<file path="src/hw/icpc_defines.vh">
// register map, reset values and field positions of the input clock priority bank
`ifndef ICPC_DEFINES_VH
`define ICPC_DEFINES_VH

// ---------------------------------------------------------------
// register indices (byte address is four times the index)
// ---------------------------------------------------------------
`define ICPC_IDX_PRI_12        8'h18
`define ICPC_IDX_PRI_34        8'h19
`define ICPC_IDX_PRI_56        8'h1A
`define ICPC_IDX_PRI_8         8'h1B
`define ICPC_IDX_PRI_9         8'h1C
`define ICPC_IDX_CTRL_FIRST    8'h20
`define ICPC_IDX_CTRL_LAST     8'h28
`define ICPC_IDX_DIV_LOW       8'h2A
`define ICPC_IDX_DIV_HIGH      8'h2B
`define ICPC_IDX_MASTER_THREE  8'h34
`define ICPC_IDX_MASTER_ELEVEN 8'h3C

// ---------------------------------------------------------------
// reset values, main bank then secondary bank
// ---------------------------------------------------------------
`define ICPC_RST_PRI_12        8'h10
`define ICPC_RST_PRI_34        8'h32
`define ICPC_RST_PRI_56        8'h00
`define ICPC_RST_PRI_8_MAIN    8'h40
`define ICPC_RST_PRI_8_SEC     8'h50
`define ICPC_RST_PRI_9_MAIN    8'h05
`define ICPC_RST_PRI_9_SEC     8'h00
`define ICPC_RST_CTRL_LOW      8'h00
`define ICPC_RST_CTRL_HIGH     8'h03
`define ICPC_RST_DIV           8'h00
`define ICPC_RST_MASTER        8'h00

// ---------------------------------------------------------------
// write masks and field positions
// ---------------------------------------------------------------
`define ICPC_MASK_PRI_8        8'hF0
`define ICPC_MASK_PRI_9        8'h0F
`define ICPC_BIT_PROG_DIV      7
`define ICPC_BIT_FIXED_DIV     6
`define ICPC_BIT_NET_STD       2
`define ICPC_BIT_BANK_SEL      0

`endif

</file>
<file path="src/hw/icpc_bank.v">
// input clock priority and control register bank with avalon-mm slave
`timescale 1ns/1ns
`include "icpc_defines.vh"

module icpc_bank (
    // clock and reset
    input  wire         clk_sys,
    input  wire         nrst,
    // avalon-mm slave
    input  wire [7:0]   avs_address,
    input  wire         avs_read,
    input  wire         avs_write,
    input  wire [31:0]  avs_writedata,
    output reg  [31:0]  avs_readdata,
    output reg          avs_waitrequest,
    // rank outputs, four bits per input, input one lowest
    output reg  [35:0]  main_rank,
    output reg  [35:0]  sec_rank,
    output reg  [8:0]   main_ok,
    output reg  [8:0]   sec_ok,
    output reg  [3:0]   main_pick,
    output reg  [3:0]   sec_pick,
    // predivider and monitor configuration
    output reg  [8:0]   prog_div_on,
    output reg  [8:0]   fixed_div_on,
    output reg  [8:0]   alt_decode_on,
    output reg  [15:0]  divide_factor,
    output reg  [17:0]  bucket_sel,
    output reg  [161:0] loop_rate_khz
);

// ---------------------------------------------------------------
// storage
// ---------------------------------------------------------------
reg  [7:0] pm_r [0:4];
reg  [7:0] ps_r [0:4];
reg  [7:0] icr_r [0:8];
reg  [7:0] div_lo_r;
reg  [7:0] div_hi_r;
reg        net_std_r;
reg        bank_sel_r;

// ---------------------------------------------------------------
// bus decode
// ---------------------------------------------------------------
wire       req      = avs_read | avs_write;
wire       do_write = avs_write & ~avs_waitrequest;
wire       take_req = req & avs_waitrequest;
wire       load_rd  = avs_read & avs_waitrequest;
wire [7:0] wd       = avs_writedata[7:0];
wire       is_pri   = (avs_address >= `ICPC_IDX_PRI_12) &&
                      (avs_address <= `ICPC_IDX_PRI_9);
wire       is_ctrl  = (avs_address >= `ICPC_IDX_CTRL_FIRST) &&
                      (avs_address <= `ICPC_IDX_CTRL_LAST);
wire [2:0] pri_idx  = avs_address[2:0] - 3'h0;
wire [3:0] ctrl_idx = avs_address[3:0];

// ---------------------------------------------------------------
// functions
// ---------------------------------------------------------------
function [7:0] pri_mask;
    input [2:0] idx;
    begin
        case (idx)
            3'h3:    pri_mask = `ICPC_MASK_PRI_8;
            3'h4:    pri_mask = `ICPC_MASK_PRI_9;
            default: pri_mask = 8'hFF;
        endcase
    end
endfunction

// lowest nonzero rank wins; ties go to the lower input
function [3:0] best_input;
    input [35:0] ranks;
    integer k;
    reg [3:0] best;
    reg [3:0] win;
    begin
        best = 4'hF;
        win  = 4'h0;
        for (k = 8; k >= 0; k = k - 1) begin
            if (ranks[k*4 +: 4] != 4'h0 && ranks[k*4 +: 4] <= best) begin
                best = ranks[k*4 +: 4];
                win  = k[3:0] + 4'h1;
            end
        end
        best_input = win;
    end
endfunction

function [17:0] std_rate;
    input [3:0] code;
    input       sdh;
    begin
        case (code)
            4'h0:    std_rate = 18'h00008;
            4'h1:    std_rate = sdh ? 18'h00800 : 18'h00608;
            4'h2:    std_rate = 18'h01950;
            4'h3:    std_rate = 18'h04BF0;
            4'h4:    std_rate = 18'h06540;
            4'h5:    std_rate = 18'h097E0;
            4'h6:    std_rate = 18'h0CA80;
            4'h7:    std_rate = 18'h12FC0;
            4'h8:    std_rate = 18'h25F80;
            4'h9:    std_rate = 18'h00002;
            4'hA:    std_rate = 18'h00004;
            4'hB:    std_rate = 18'h018A8;
            4'hC:    std_rate = 18'h01388;
            4'hD:    std_rate = 18'h07A12;
            default: std_rate = 18'h00000;
        endcase
    end
endfunction

function [17:0] alt_rate;
    input [3:0] code;
    begin
        case (code)
            4'h0, 4'h1:       alt_rate = 18'h01388;
            4'h2, 4'h3, 4'h4: alt_rate = 18'h07A12;
            default:          alt_rate = 18'h00000;
        endcase
    end
endfunction

// ---------------------------------------------------------------
// packed rank views
// ---------------------------------------------------------------
wire [35:0] main_pack = {pm_r[4][3:0], pm_r[3][7:4], 4'h0, pm_r[2], pm_r[1], pm_r[0]};
wire [35:0] sec_pack  = {ps_r[4][3:0], ps_r[3][7:4], 4'h0, ps_r[2], ps_r[1], ps_r[0]};

// ---------------------------------------------------------------
// per-input mode and rate decode
// ---------------------------------------------------------------
wire [8:0]   pdiv_w;
wire [8:0]   fdiv_w;
wire [8:0]   alt_w;
wire [17:0]  bkt_w;
wire [161:0] rate_w;

genvar gi;
generate
    for (gi = 0; gi < 9; gi = gi + 1) begin : g_in
        wire       pd   = icr_r[gi][`ICPC_BIT_PROG_DIV];
        wire       fd   = icr_r[gi][`ICPC_BIT_FIXED_DIV];
        wire [3:0] code = icr_r[gi][3:0];
        wire       lowk = (code == 4'h9) || (code == 4'hA);
        assign pdiv_w[gi] = pd & ~fd;
        assign fdiv_w[gi] = fd & ~pd & ~lowk;
        assign alt_w[gi]  = pd & fd;
        assign bkt_w[gi*2 +: 2] = icr_r[gi][5:4];
        assign rate_w[gi*18 +: 18] = alt_w[gi]  ? alt_rate(code) :
                                     fdiv_w[gi] ? 18'h00008 :
                                     std_rate(code, net_std_r);
    end
endgenerate

// ---------------------------------------------------------------
// registered outputs
// ---------------------------------------------------------------
integer j;
always @(posedge clk_sys) begin
    if (!nrst) begin
        main_rank     <= 36'h000000000;
        sec_rank      <= 36'h000000000;
        main_ok       <= 9'h000;
        sec_ok        <= 9'h000;
        main_pick     <= 4'h0;
        sec_pick      <= 4'h0;
        prog_div_on   <= 9'h000;
        fixed_div_on  <= 9'h000;
        alt_decode_on <= 9'h000;
        divide_factor <= 16'h0000;
        bucket_sel    <= 18'h00000;
        loop_rate_khz <= 162'h0;
    end else begin
        main_rank     <= main_pack;
        sec_rank      <= sec_pack;
        for (j = 0; j < 9; j = j + 1) begin
            main_ok[j] <= (main_pack[j*4 +: 4] != 4'h0);
            sec_ok[j]  <= (sec_pack[j*4 +: 4] != 4'h0);
        end
        main_pick     <= best_input(main_pack);
        sec_pick      <= best_input(sec_pack);
        prog_div_on   <= pdiv_w;
        fixed_div_on  <= fdiv_w;
        alt_decode_on <= alt_w;
        divide_factor <= {div_hi_r, div_lo_r};
        bucket_sel    <= bkt_w;
        loop_rate_khz <= rate_w;
    end
end

// ---------------------------------------------------------------
// register writes
// ---------------------------------------------------------------
// unused nibbles dropped on write
wire [7:0] pri_wd = wd & pri_mask(pri_idx);
integer n;
always @(posedge clk_sys) begin
    if (!nrst) begin
        pm_r[0]    <= `ICPC_RST_PRI_12;
        ps_r[0]    <= `ICPC_RST_PRI_12;
        pm_r[1]    <= `ICPC_RST_PRI_34;
        ps_r[1]    <= `ICPC_RST_PRI_34;
        pm_r[2]    <= `ICPC_RST_PRI_56;
        ps_r[2]    <= `ICPC_RST_PRI_56;
        pm_r[3]    <= `ICPC_RST_PRI_8_MAIN;
        ps_r[3]    <= `ICPC_RST_PRI_8_SEC;
        pm_r[4]    <= `ICPC_RST_PRI_9_MAIN;
        ps_r[4]    <= `ICPC_RST_PRI_9_SEC;
        for (n = 0; n < 9; n = n + 1) begin
            icr_r[n] <= (n < 4) ? `ICPC_RST_CTRL_LOW : `ICPC_RST_CTRL_HIGH;
        end
        div_lo_r   <= `ICPC_RST_DIV;
        div_hi_r   <= `ICPC_RST_DIV;
        net_std_r  <= 1'b0;
        bank_sel_r <= 1'b0;
    end else if (do_write) begin
        if (is_pri) begin
            if (bank_sel_r) begin
                ps_r[pri_idx] <= pri_wd;
            end else begin
                pm_r[pri_idx] <= pri_wd;
            end
        end else if (is_ctrl) begin
            icr_r[ctrl_idx] <= wd;
        end else begin
            case (avs_address)
                `ICPC_IDX_DIV_LOW:       div_lo_r   <= wd;
                `ICPC_IDX_DIV_HIGH:      div_hi_r   <= wd;
                `ICPC_IDX_MASTER_THREE:  net_std_r  <= wd[`ICPC_BIT_NET_STD];
                `ICPC_IDX_MASTER_ELEVEN: bank_sel_r <= wd[`ICPC_BIT_BANK_SEL];
                default: ;
            endcase
        end
    end
end

// ---------------------------------------------------------------
// read mux
// ---------------------------------------------------------------
reg [7:0] rd_nxt;
always @* begin
    rd_nxt = 8'h00;
    if (is_pri) begin
        rd_nxt = bank_sel_r ? ps_r[pri_idx] : pm_r[pri_idx];
    end else if (is_ctrl) begin
        rd_nxt = icr_r[ctrl_idx];
    end else begin
        case (avs_address)
            `ICPC_IDX_DIV_LOW:       rd_nxt = div_lo_r;
            `ICPC_IDX_DIV_HIGH:      rd_nxt = div_hi_r;
            `ICPC_IDX_MASTER_THREE:  rd_nxt = {5'h00, net_std_r, 2'h0};
            `ICPC_IDX_MASTER_ELEVEN: rd_nxt = {7'h00, bank_sel_r};
            default:                 rd_nxt = 8'h00;
        endcase
    end
end

// ---------------------------------------------------------------
// handshake: one wait cycle per request
// ---------------------------------------------------------------
always @(posedge clk_sys) begin
    if (!nrst) begin
        avs_waitrequest <= 1'b1;
    end else begin
        avs_waitrequest <= ~take_req;
    end
end

// ---------------------------------------------------------------
// read data: loaded at first edge, taken at second
// ---------------------------------------------------------------
always @(posedge clk_sys) begin
    if (!nrst) begin
        avs_readdata <= 32'h00000000;
    end else if (load_rd) begin
        avs_readdata <= {24'h000000, rd_nxt};
    end
end

endmodule // icpc_bank

</file>
<file path="config.mk">
export PLATFORM = sky130hd
export DESIGN_NAME = icpc_bank
export DESIGN_NICKNAME = d
export VERILOG_FILES = /design/src/hw/icpc_bank.v
export VERILOG_INCLUDE_DIRS = /design/src /design/src/hw
export SDC_FILE = /design/constraint.sdc
export NUM_CORES = 1
export LEC_CHECK = 0
export ABC_AREA = 1
export BUFFER_PORTS_ARGS = -buffer_cell sky130_fd_sc_hd__buf_2
export CAP_MARGIN = 20
export CORE_MARGIN = 5
export CORE_UTILIZATION = 25
export CTS_CLUSTER_DIAMETER = 40
export CTS_CLUSTER_SIZE = 12
export DETAILED_ROUTE_END_ITERATION = 8
export GPL_TIMING_DRIVEN = 1
export PLACE_DENSITY = 0.48
export SYNTH_ARGS = -nofsm -noshare
export SYNTH_HDL_FRONTEND = slang
export SYNTH_SLANG_ARGS = --single-unit
</file>
<file path="constraint.sdc">
create_clock -name clk_sys -period 8.7 [get_ports clk_sys]
set_clock_uncertainty 0.15 [all_clocks]
set_input_delay 1.305 -clock clk_sys [delete_from_list [all_inputs] [get_ports clk_sys]]
set_output_delay 1.305 -clock clk_sys [all_outputs]
set_load 0.005 [all_outputs]
</file>
=== Word-level counts from Yosys, hierarchy flattened ===
Memory sizes are Yosys's and may differ from the RTL's.
Index checks and enable logic that the tools add are counted.

* Register bits: 348
* Bits in writable memories: 152
* Output and inout bits: 354
* Word-level logic and storage cells: 441
* Memories: 3

* Magnitude comparators: 20
* Equal/unequal tests: 123
* Multiplexer cells: 111
* Bitwise gates (word level): 73
* Reductions and logical operators: 83

{| class="wikitable"
|+ Memory list
! memory !! words !! bits a word !! read ports !! clocked after Yosys merged registers in !! wr ports !! line !! source
|-
| icr_r || 9 || 8 || 10 || 0 || 9 || icpc_bank.v:37 || <nowiki>reg [7:0] icr_r [0:8];</nowiki>
|-
| pm_r || 5 || 8 || 6 || 0 || 5 || icpc_bank.v:35 || <nowiki>reg [7:0] pm_r [0:4];</nowiki>
|-
| ps_r || 5 || 8 || 6 || 0 || 5 || icpc_bank.v:36 || <nowiki>reg [7:0] ps_r [0:4];</nowiki>
|}

{| class="wikitable"
|+ Operators by type and width
! operator !! count
|-
| $pmux W18 S14 || 9
|-
| $mux W18 || 18
|-
| $pmux W15 S2 || 9
|-
| $eq A4 B4 Y1 const B || 54
|-
| $eq A4 B3 Y1 const B || 36
|-
| $mux W4 || 33
|-
| $eq A4 B2 Y1 const B || 18
|-
| $reduce_bool A4 Y1 || 16
|-
| $le A4 B4 Y1 || 14
|-
| $mux W8 || 6
|-
| $and A1 B1 Y1 || 39
|-
| $eq A4 B1 Y1 const B || 9
|-
| $logic_not A4 Y1 || 9
|-
| $eq A8 B6 Y1 const B || 4
|-
| $not A1 Y1 || 32
|-
| $pmux W8 S4 || 1
|-
| $reduce_or A3 Y1 || 9
|-
| $mux W3 || 8
|-
| $reduce_or A8 Y1 || 3
|-
| $reduce_or A2 Y1 || 11
|-
| $mux W1 || 21
|-
| $logic_and A1 B1 Y1 || 18
|-
| $pmux W8 S2 || 1
|-
| $reduce_and A4 Y1 || 4
|-
| 14 further kinds || 28
|}

=== Logic depth before layout (Yosys ltp) ===
Gate-level depths: netlist (run 1).
An unclocked memory read counts as a cell.

* Depth after elaboration: 32
* Depth in mapped cells: 72
* Gate-level depth less buffers: 71

=== Least setup slack after synthesis (run 1) ===
Ideal clock, no wire load.

* Path kind: register to register
* Start point: memory pm_r[4][2]
* End point: register main_pick[2]
* Setup time: 0.065 ns
* Arrival time: 7.482 ns
* Setup slack: 1.004 ns
* Cell stages (with the launch flop): 67
* Path through: edfxtp_1 nor2_2 nand2_2 inv_1 nor2_1 ha_1 nand2_1 nor2_2 nand3_2 nand2_4 nand2_4 o21ai_0 ha_1 inv_1 o21bai_1 nand4_1 nand2_1 nand2_2 (+31 left out) and2_1 ha_1 inv_1 nor2_1 o21ai_0 a32o_1 nand2_1 nand3_1 nand2_1 inv_1 ha_1 nand2_1 inv_1 o21ai_0 a32o_1 a21oi_1 nand3_1 nor2_1

{| class="wikitable"
|+ RTL lines
! item !! line !! source
|-
| start, declared || icpc_bank.v:35 ||
|-
| end signal, assigned || icpc_bank.v:183 || <nowiki>main_pick <= best_input(main_pack);</nowiki>
|-
| end, declared || icpc_bank.v:21 || <nowiki>output reg [3:0] main_pick,</nowiki>
|}

==> results.md, run 1 <==
* Status: completed
* First-pass GRT wire length at 132000 µm
* Die Width at 327 µm
* Pin count of the biggest net entering global routing at 63
* Post-Syn Area per Cell at 8.82 µm²
* Initial Util at 0.251
* Buffers and inverters on the worst path at 14
* Root Buffer: clkbuf_16
* Post-DP Area at 0.0290 mm²
* Port bufs at 330
* Tightest Pin Transition at 1010 ps
* Fin crit share at 0.928
* Hold/Removal Path Class: reg2reg
* P&R area growth vs syn at 30.6%
* Hold Worst Slack at 284 ps
* # rows at 116
* Synth warn at 0
* CP Max Fanout at 8
* WL per Instance at 18.6 µm
* GR Util All Layers at 0.160
* Die area at 0.107 mm²
* Seq cells post-synth at 585
* Worst EP required at 9140 ps
* Critical Path Sink Type: register
* Fin area at 0.0328 mm²
* Library cells used by synthesis at 51
* Max-cap violations at 0
* Sequential share of the synthesized area at 0.568
* Final setup vio count at 0
* Post-DP HPWL at 66300 µm
* Total grt overflow at 0
* Num CTS Buffers at 101
* Hold depth at 1
* DRC at 0
* CP Class: reg2reg
* Die Y-Extent at 327 µm
* DR vias at 21500
* Fin crit period at 8080 ps
* I/O pins at 398
* Core footprint at 0.100 mm²
* Leak Pwr at 15.4 nW
* Clock-pin slew on the worst setup and hold paths at 50 ps
* Syn Inst Count at 2849
* DRT iter0 DRCs at 1662
* P per Cell Area at 245 mW/mm²
* Top_reg_cell synth: dfxtp_1
* Worst-skew pair later-pin latency at 670 ps
* Vias per inst at 4.47
* Final core utilization at 0.328
* Clk buf depth at 3
* RD Place Congestion at 0.894
* FFs w/ async S/R, synth at 0
* Layout cell share with drive strength beyond 1 at 0.200
* Worst slew margin at 0.322
* Final Slew Violations at 0
* Startpoint types: register
* Total iterations of the first detailed-routing run at 5
* Crit path max-delay family: simple AND/OR/NAND/NOR gates
* Htree depth at 3
* Max Freq at 0.124 GHz
* Cell Area, Synth at 0.0251 mm²
* CP dominant cell by count: inv_1
* Total Wirelength at 89400 µm
* R2R depth at 67
* Post-route ant nets at 0
* Sinks on Clock Net at 585
* VDD IR-drop max at 0.140 mV
* Final #Nets at 3510
* Critical path arrival at 8520 ps
* WP depth at 67
* Initial antenna violation count at 8
* Slowest cell delay on critical path at 370 ps
* Number of global-route vias before repair at 21100
* Number of flops mapped to enable cells by yosys at 256
* Slowest-stage cell, CP: edfxtp_1
* Hold Vio Cnt, Final at 0
* CTS tree: yes
layer usage:
metal,vias up,track usage,part of all wire
met5,-,0,0.00058
met1,10200,0.212,0.45
met2,684,0.263,0.46
met3,145,0.0349,0.065
met4,8,0.0485,0.024
li1,10400,-,-
layout by cell type, fill, tap and decap left out, drive strengths merged, types with 7 or more instances in the layout:
master,count
o22ai,25
o21bai,10
a41oi,8
nor3,54
o21a,11
ha,44
a21oi,97
nor2,399
o31ai,12
nor4,33
o211ai,9
o21ai,186
nand4,25
a22oi,56
inv,490
a221oi,12
edfxtp,256
clkinv,31
nand2,528
dfxtp,329
a31oi,12
a2111oi,12
nand3,85
o2111ai,8
clkbuf,130
o221ai,7
buf,423
conb,163
cell families (layout without fill, tap and decap cells):
group	after synthesis	in the layout	share of synthesized area
AND/OR/NAND/NOR	1135	1135	0.192
AO/OA/AOI/OAI	501	501	0.123
other	1	166	0.000149
flip-flops	585	585	0.568
buffers and inverters	583	1080	0.0944
adder cells (fa/ha/maj)	44	44	0.0219
stage by stage:
stage | setup WS, ps | total power, mW | setup TNS [ps] | instances
floorplan | 1000 | 3.62 | 0 | 3011
global placement | 303 | 3.97 | 0 | 4598
detailed placement | 215 | 3.97 | 0 | 4598
CTS | 161 | 8.08 | 0 | 4787
global route | -61.9 | 8.39 | -102 | 4807
finish | 625 | 8.04 | 0 | 4809
sequential cells by signal, indices dropped and copies added, names as in the netlist, 9 cells and up:
| register | flops |
|---|---|
| loop_rate_khz | 153 |
| fixed_div_on | 9 |
| divide_factor | 16 |
| prog_div_on | 9 |
| pm_r | 64 |
| ps_r | 64 |
| main_rank | 32 |
| sec_rank | 32 |
| icr_r | 128 |
| bucket_sel | 18 |
| alt_decode_on | 9 |
final cells by class:
class / instances / area [µm²]
Sequential cell: 585 / 14300
Fill cell: 10600 / 67200
Timing Repair Buffer: 423 / 2350
Clock inverter: 59 / 623
Multi-Input combinational cell: 1843 / 9260
Antenna cell: 3 / 7.51
Inverter: 468 / 1760
Tap cell: 1298 / 1620
Clock buffer: 130 / 2940
power breakdown:
group	total [mW]	switching [mW]	internal [mW]
sequential	3.06	0.0593	3.00
clock	4.07	1.48	2.58
combinational	0.912	0.556	0.356
total	8.04	2.10	5.94
repair_timing:
action / 4_1_cts / 5_1_grt
gates resized for setup: 0 / 51
hold buffers: 0 / 0
setup buffers: 0 / 19
setup endpoints to repair: 0 / 8
cells in the mapped netlist (33+ instances only):
library cell,number,area [µm²]
nor4_1,33,206
dfxtp_1,329,6590
nor3_1,54,270
nand2_2,35,219
o21ai_0,179,896
a22oi_1,56,420
nand2_1,480,1800
nor2_1,394,1480
clkbuf_1,58,218
inv_1,453,1700
a21oi_1,95,475
ha_1,44,551
nand3_1,79,395
edfxtp_1,256,7690
buf_4,45,338
path summary, 6_finish.rpt:
path | to | from | slack [ps]
worst min-delay path | avs_waitrequest | avs_waitrequest | 280
worst min register to register | avs_waitrequest | avs_waitrequest | 280
worst max register to register | main_pick[3] | pm_r[4][1] | 620
worst max-delay path | main_pick[3] | pm_r[4][1] | 620
Note: power is estimated with default switching activity, not from simulation.
==> run 2, diff against run 1 <==
--- a/config.mk
+++ b/config.mk
@@ -10,12 +10,12 @@
 export BUFFER_PORTS_ARGS = -buffer_cell sky130_fd_sc_hd__buf_2
 export CAP_MARGIN = 20
 export CORE_MARGIN = 5
-export CORE_UTILIZATION = 25
+export CORE_UTILIZATION = 45
 export CTS_CLUSTER_DIAMETER = 40
 export CTS_CLUSTER_SIZE = 12
 export DETAILED_ROUTE_END_ITERATION = 8
 export GPL_TIMING_DRIVEN = 1
-export PLACE_DENSITY = 0.48
+export PLACE_DENSITY = 0.72
 export SYNTH_ARGS = -nofsm -noshare
 export SYNTH_HDL_FRONTEND = slang
 export SYNTH_SLANG_ARGS = --single-unit
==> run 2 against run 1 <==
Compared with the run above:
- critical path depth stayed put
- via count is 1.0% higher
- hold slack better by 3.8 ps
- power is 7.5% lower
- fmax is 3.5% lower
- core utilization is 24 points higher
- global-route usage is 8.0 points higher
- critical endpoint is now sec_pick[2]
- largest cell class unchanged
- highest routed layer is now met4
==> results.md, run 2 (synthesis results as in run 1) <==
* Status: completed (unchanged)
* CTS hold repair buffers at 0 (unchanged)
* WL per Instance at 18.2 µm (was 18.6 µm)
* Total grt overflow at 0 (unchanged)
* Die Width at 246 µm (was 327 µm)
* Sinks on Clock Net at 585 (unchanged)
* Clk buf depth at 3 (unchanged)
* Worst-skew pair later-pin latency at 630 ps (was 670 ps)
* Switching share of total power at 0.259 (was 0.261)
* Int Pwr at 5.51 mW (was 5.94 mW)
* Leak Pwr at 15.0 nW (was 15.4 nW)
* Critical path arrival at 8750 ps (was 8520 ps)
* Post-DP HPWL at 54300 µm (was 66300 µm)
* Total power at 7.44 mW (was 8.04 mW)
* Post-route ant nets at 0 (unchanged)
* Clock-pin slew on the worst setup and hold paths at 50 ps (about the same)
* Max-cap violations at 0 (unchanged)
* Flop pwr share at 0.411 (was 0.381)
* Startpoint types: register (unchanged)
* Final setup vio count at 0 (unchanged)
* RD Place Congestion at 0.916 (was 0.894)
* VDD IR-drop max at 0.163 mV (was 0.140 mV)
* DR vias at 21700 (was 21500)
* Layout cell share with drive strength beyond 1 at 0.186 (was 0.200)
* DRC at 0 (unchanged)
* Total Wirelength at 76500 µm (was 89400 µm)
* # rows at 86 (was 116)
* DRT iter0 DRCs at 2194 (was 1662)
* CP Max Fanout at 8 (unchanged)
* CP dominant cell by count: nand2_1 (was inv_1)
* Die area at 0.0607 mm² (was 0.107 mm²)
* Number of global-route vias before repair at 20300 (was 21100)
* Num CTS Buffers at 86 (was 101)
* Clock share of power at 0.471 (was 0.506)
* P per Cell Area at 237 mW/mm² (was 245 mW/mm²)
* Initial Util at 0.455 (was 0.251)
* Fin crit period at 8370 ps (was 8080 ps)
* Final #Nets at 3461 (was 3510)
* CTS tree: yes (unchanged)
* Hold depth at 2 (was 1)
* Worst reg2reg setup slack at 330 ps (was 620 ps)
* P&R area growth vs syn at 24.6% (was 30.6%)
* Worst slew margin at 0.268 (was 0.322)
* Slowest cell delay on critical path at 420 ps (was 370 ps)
* Largest register by flop count: loop_rate_khz (unchanged)
* Pin count of the biggest net entering global routing at 88 (was 63)
* Top Registers: loop_rate_khz: 153 flops, icr_r: 128 flops (unchanged)
* Max Freq at 0.120 GHz (was 0.124 GHz)
* GR Util All Layers at 0.240 (was 0.160)
* Die Y-Extent at 246 µm (was 327 µm)
* Vias per inst at 5.17 (was 4.47)
* Largest register FFs at 153 (unchanged)
* Hold/Removal Path Class: reg2reg (unchanged)
* Htree depth at 3 (unchanged)
* Fin area at 0.0313 mm² (was 0.0328 mm²)
* Post-DP Area at 0.0279 mm² (was 0.0290 mm²)
* Switching pwr at 1.93 mW (was 2.10 mW)
* I/O pins at 398 (unchanged)
* Tightest Pin Transition at 1100 ps (was 1010 ps)
* Commonest non-fill, non-tap cells in the layout: nand2_1 (477), inv_1 (446), nor2_1 (391), dfxtp_1 (329), buf_2 (329) (was nand2_1 (477), inv_1 (448), nor2_1 (390), dfxtp_1 (329), buf_2 (329))
* Critical Path Sink Type: register (unchanged)
* Setup_tns at 0 ps (unchanged)
* Initial antenna violation count at 4 (was 8)
* Fin crit share at 0.962 (was 0.928)
* R2R depth at 67 (unchanged)
* Commonest non-fill, non-tap cell in the layout: nand2_1 (unchanged)
* Worst EP required at 9080 ps (was 9140 ps)
* Root Buffer: clkbuf_16 (unchanged)
* CP Class: reg2reg (unchanged)
* Total iterations of the first detailed-routing run at 6 (was 5)
* First-pass GRT wire length at 114000 µm (was 132000 µm)
* Logic pwr share at 0.118 (was 0.113)
* Slowest-stage cell, CP: edfxtp_1 (unchanged)
* Port bufs at 330 (unchanged)
* Hold Vio Cnt, Final at 0 (unchanged)
* Final Slew Violations at 0 (unchanged)
* Core footprint at 0.0552 mm² (was 0.100 mm²)
[run 2: stage by stage]
step,util,hold WS [ps],cells,setup WS (ps)
2_1_floorplan,-,257,3011,1000
3_3_place_gp,0.506,271,3997,233
3_5_place_dp,0.506,273,3997,-4.52
4_1_cts,0.560,285,4155,14.7
5_1_grt,0.568,311,4193,-222
6_report,0.568,288,4195,335
[run 2: power groups by stage]
stage | clock, mW | sequential [mW] | combinational [mW]
floorplan | 0 | 3.10 | 0.521
global route | 3.69 | 3.07 | 0.970
finish | 3.50 | 3.06 | 0.875
CTS | 3.55 | 3.06 | 0.754
global placement | 0 | 3.11 | 0.737
detailed placement | 0 | 3.11 | 0.748
[run 2: what timing repair did]
item | 4_1_cts | 5_1_grt
gates cloned | 0 | 3
setup endpoints to repair | 2 | 8
setup buffers | 0 | 33
gates resized for setup | 2 | 54
endpoints found under the hold margin | 0 | 0
pin swaps | 0 | 57
[run 2: cell type report]
class	instances	area [µm²]
antenna	4	10.0
clock buffer	104	2400
tap	748	936
multi-input combinational	1846	9300
clock inverter	54	568
inverter	468	1760
fill	4816	23900
timing repair buffer	386	2090
sequential	585	14300
[run 2: metal layers]
layer | up-vias | GRT usage | share of wire | routed length, µm
met1 | 10100 | 0.320 | 0.41 | 31100
li1 | 10300 | - | - | -
met3 | 168 | 0.0519 | 0.099 | 7610
met2 | 1074 | 0.390 | 0.46 | 35200
met5 | - | 0 | 0 | 0
met4 | 0 | 0.0886 | 0.034 | 2590
[run 2: final timing paths]
check,startpoint,end
max,ps_r[4][1],sec_pick[2]
min,div_hi_r[0],divide_factor[8]
max reg2reg,ps_r[4][1],sec_pick[2]
min reg2reg,div_hi_r[0],divide_factor[8]
[run 2: critical path: cells and delay by family, from the launching register on]
kind | cells | cell delay [ps]
AOI/OAI and AO/OA | 13 | 1910
adders and majority gates | 7 | 1920
buffers and inverters | 13 | 880
DFF | 1 | 420
and+or+nand+nor | 34 | 3000
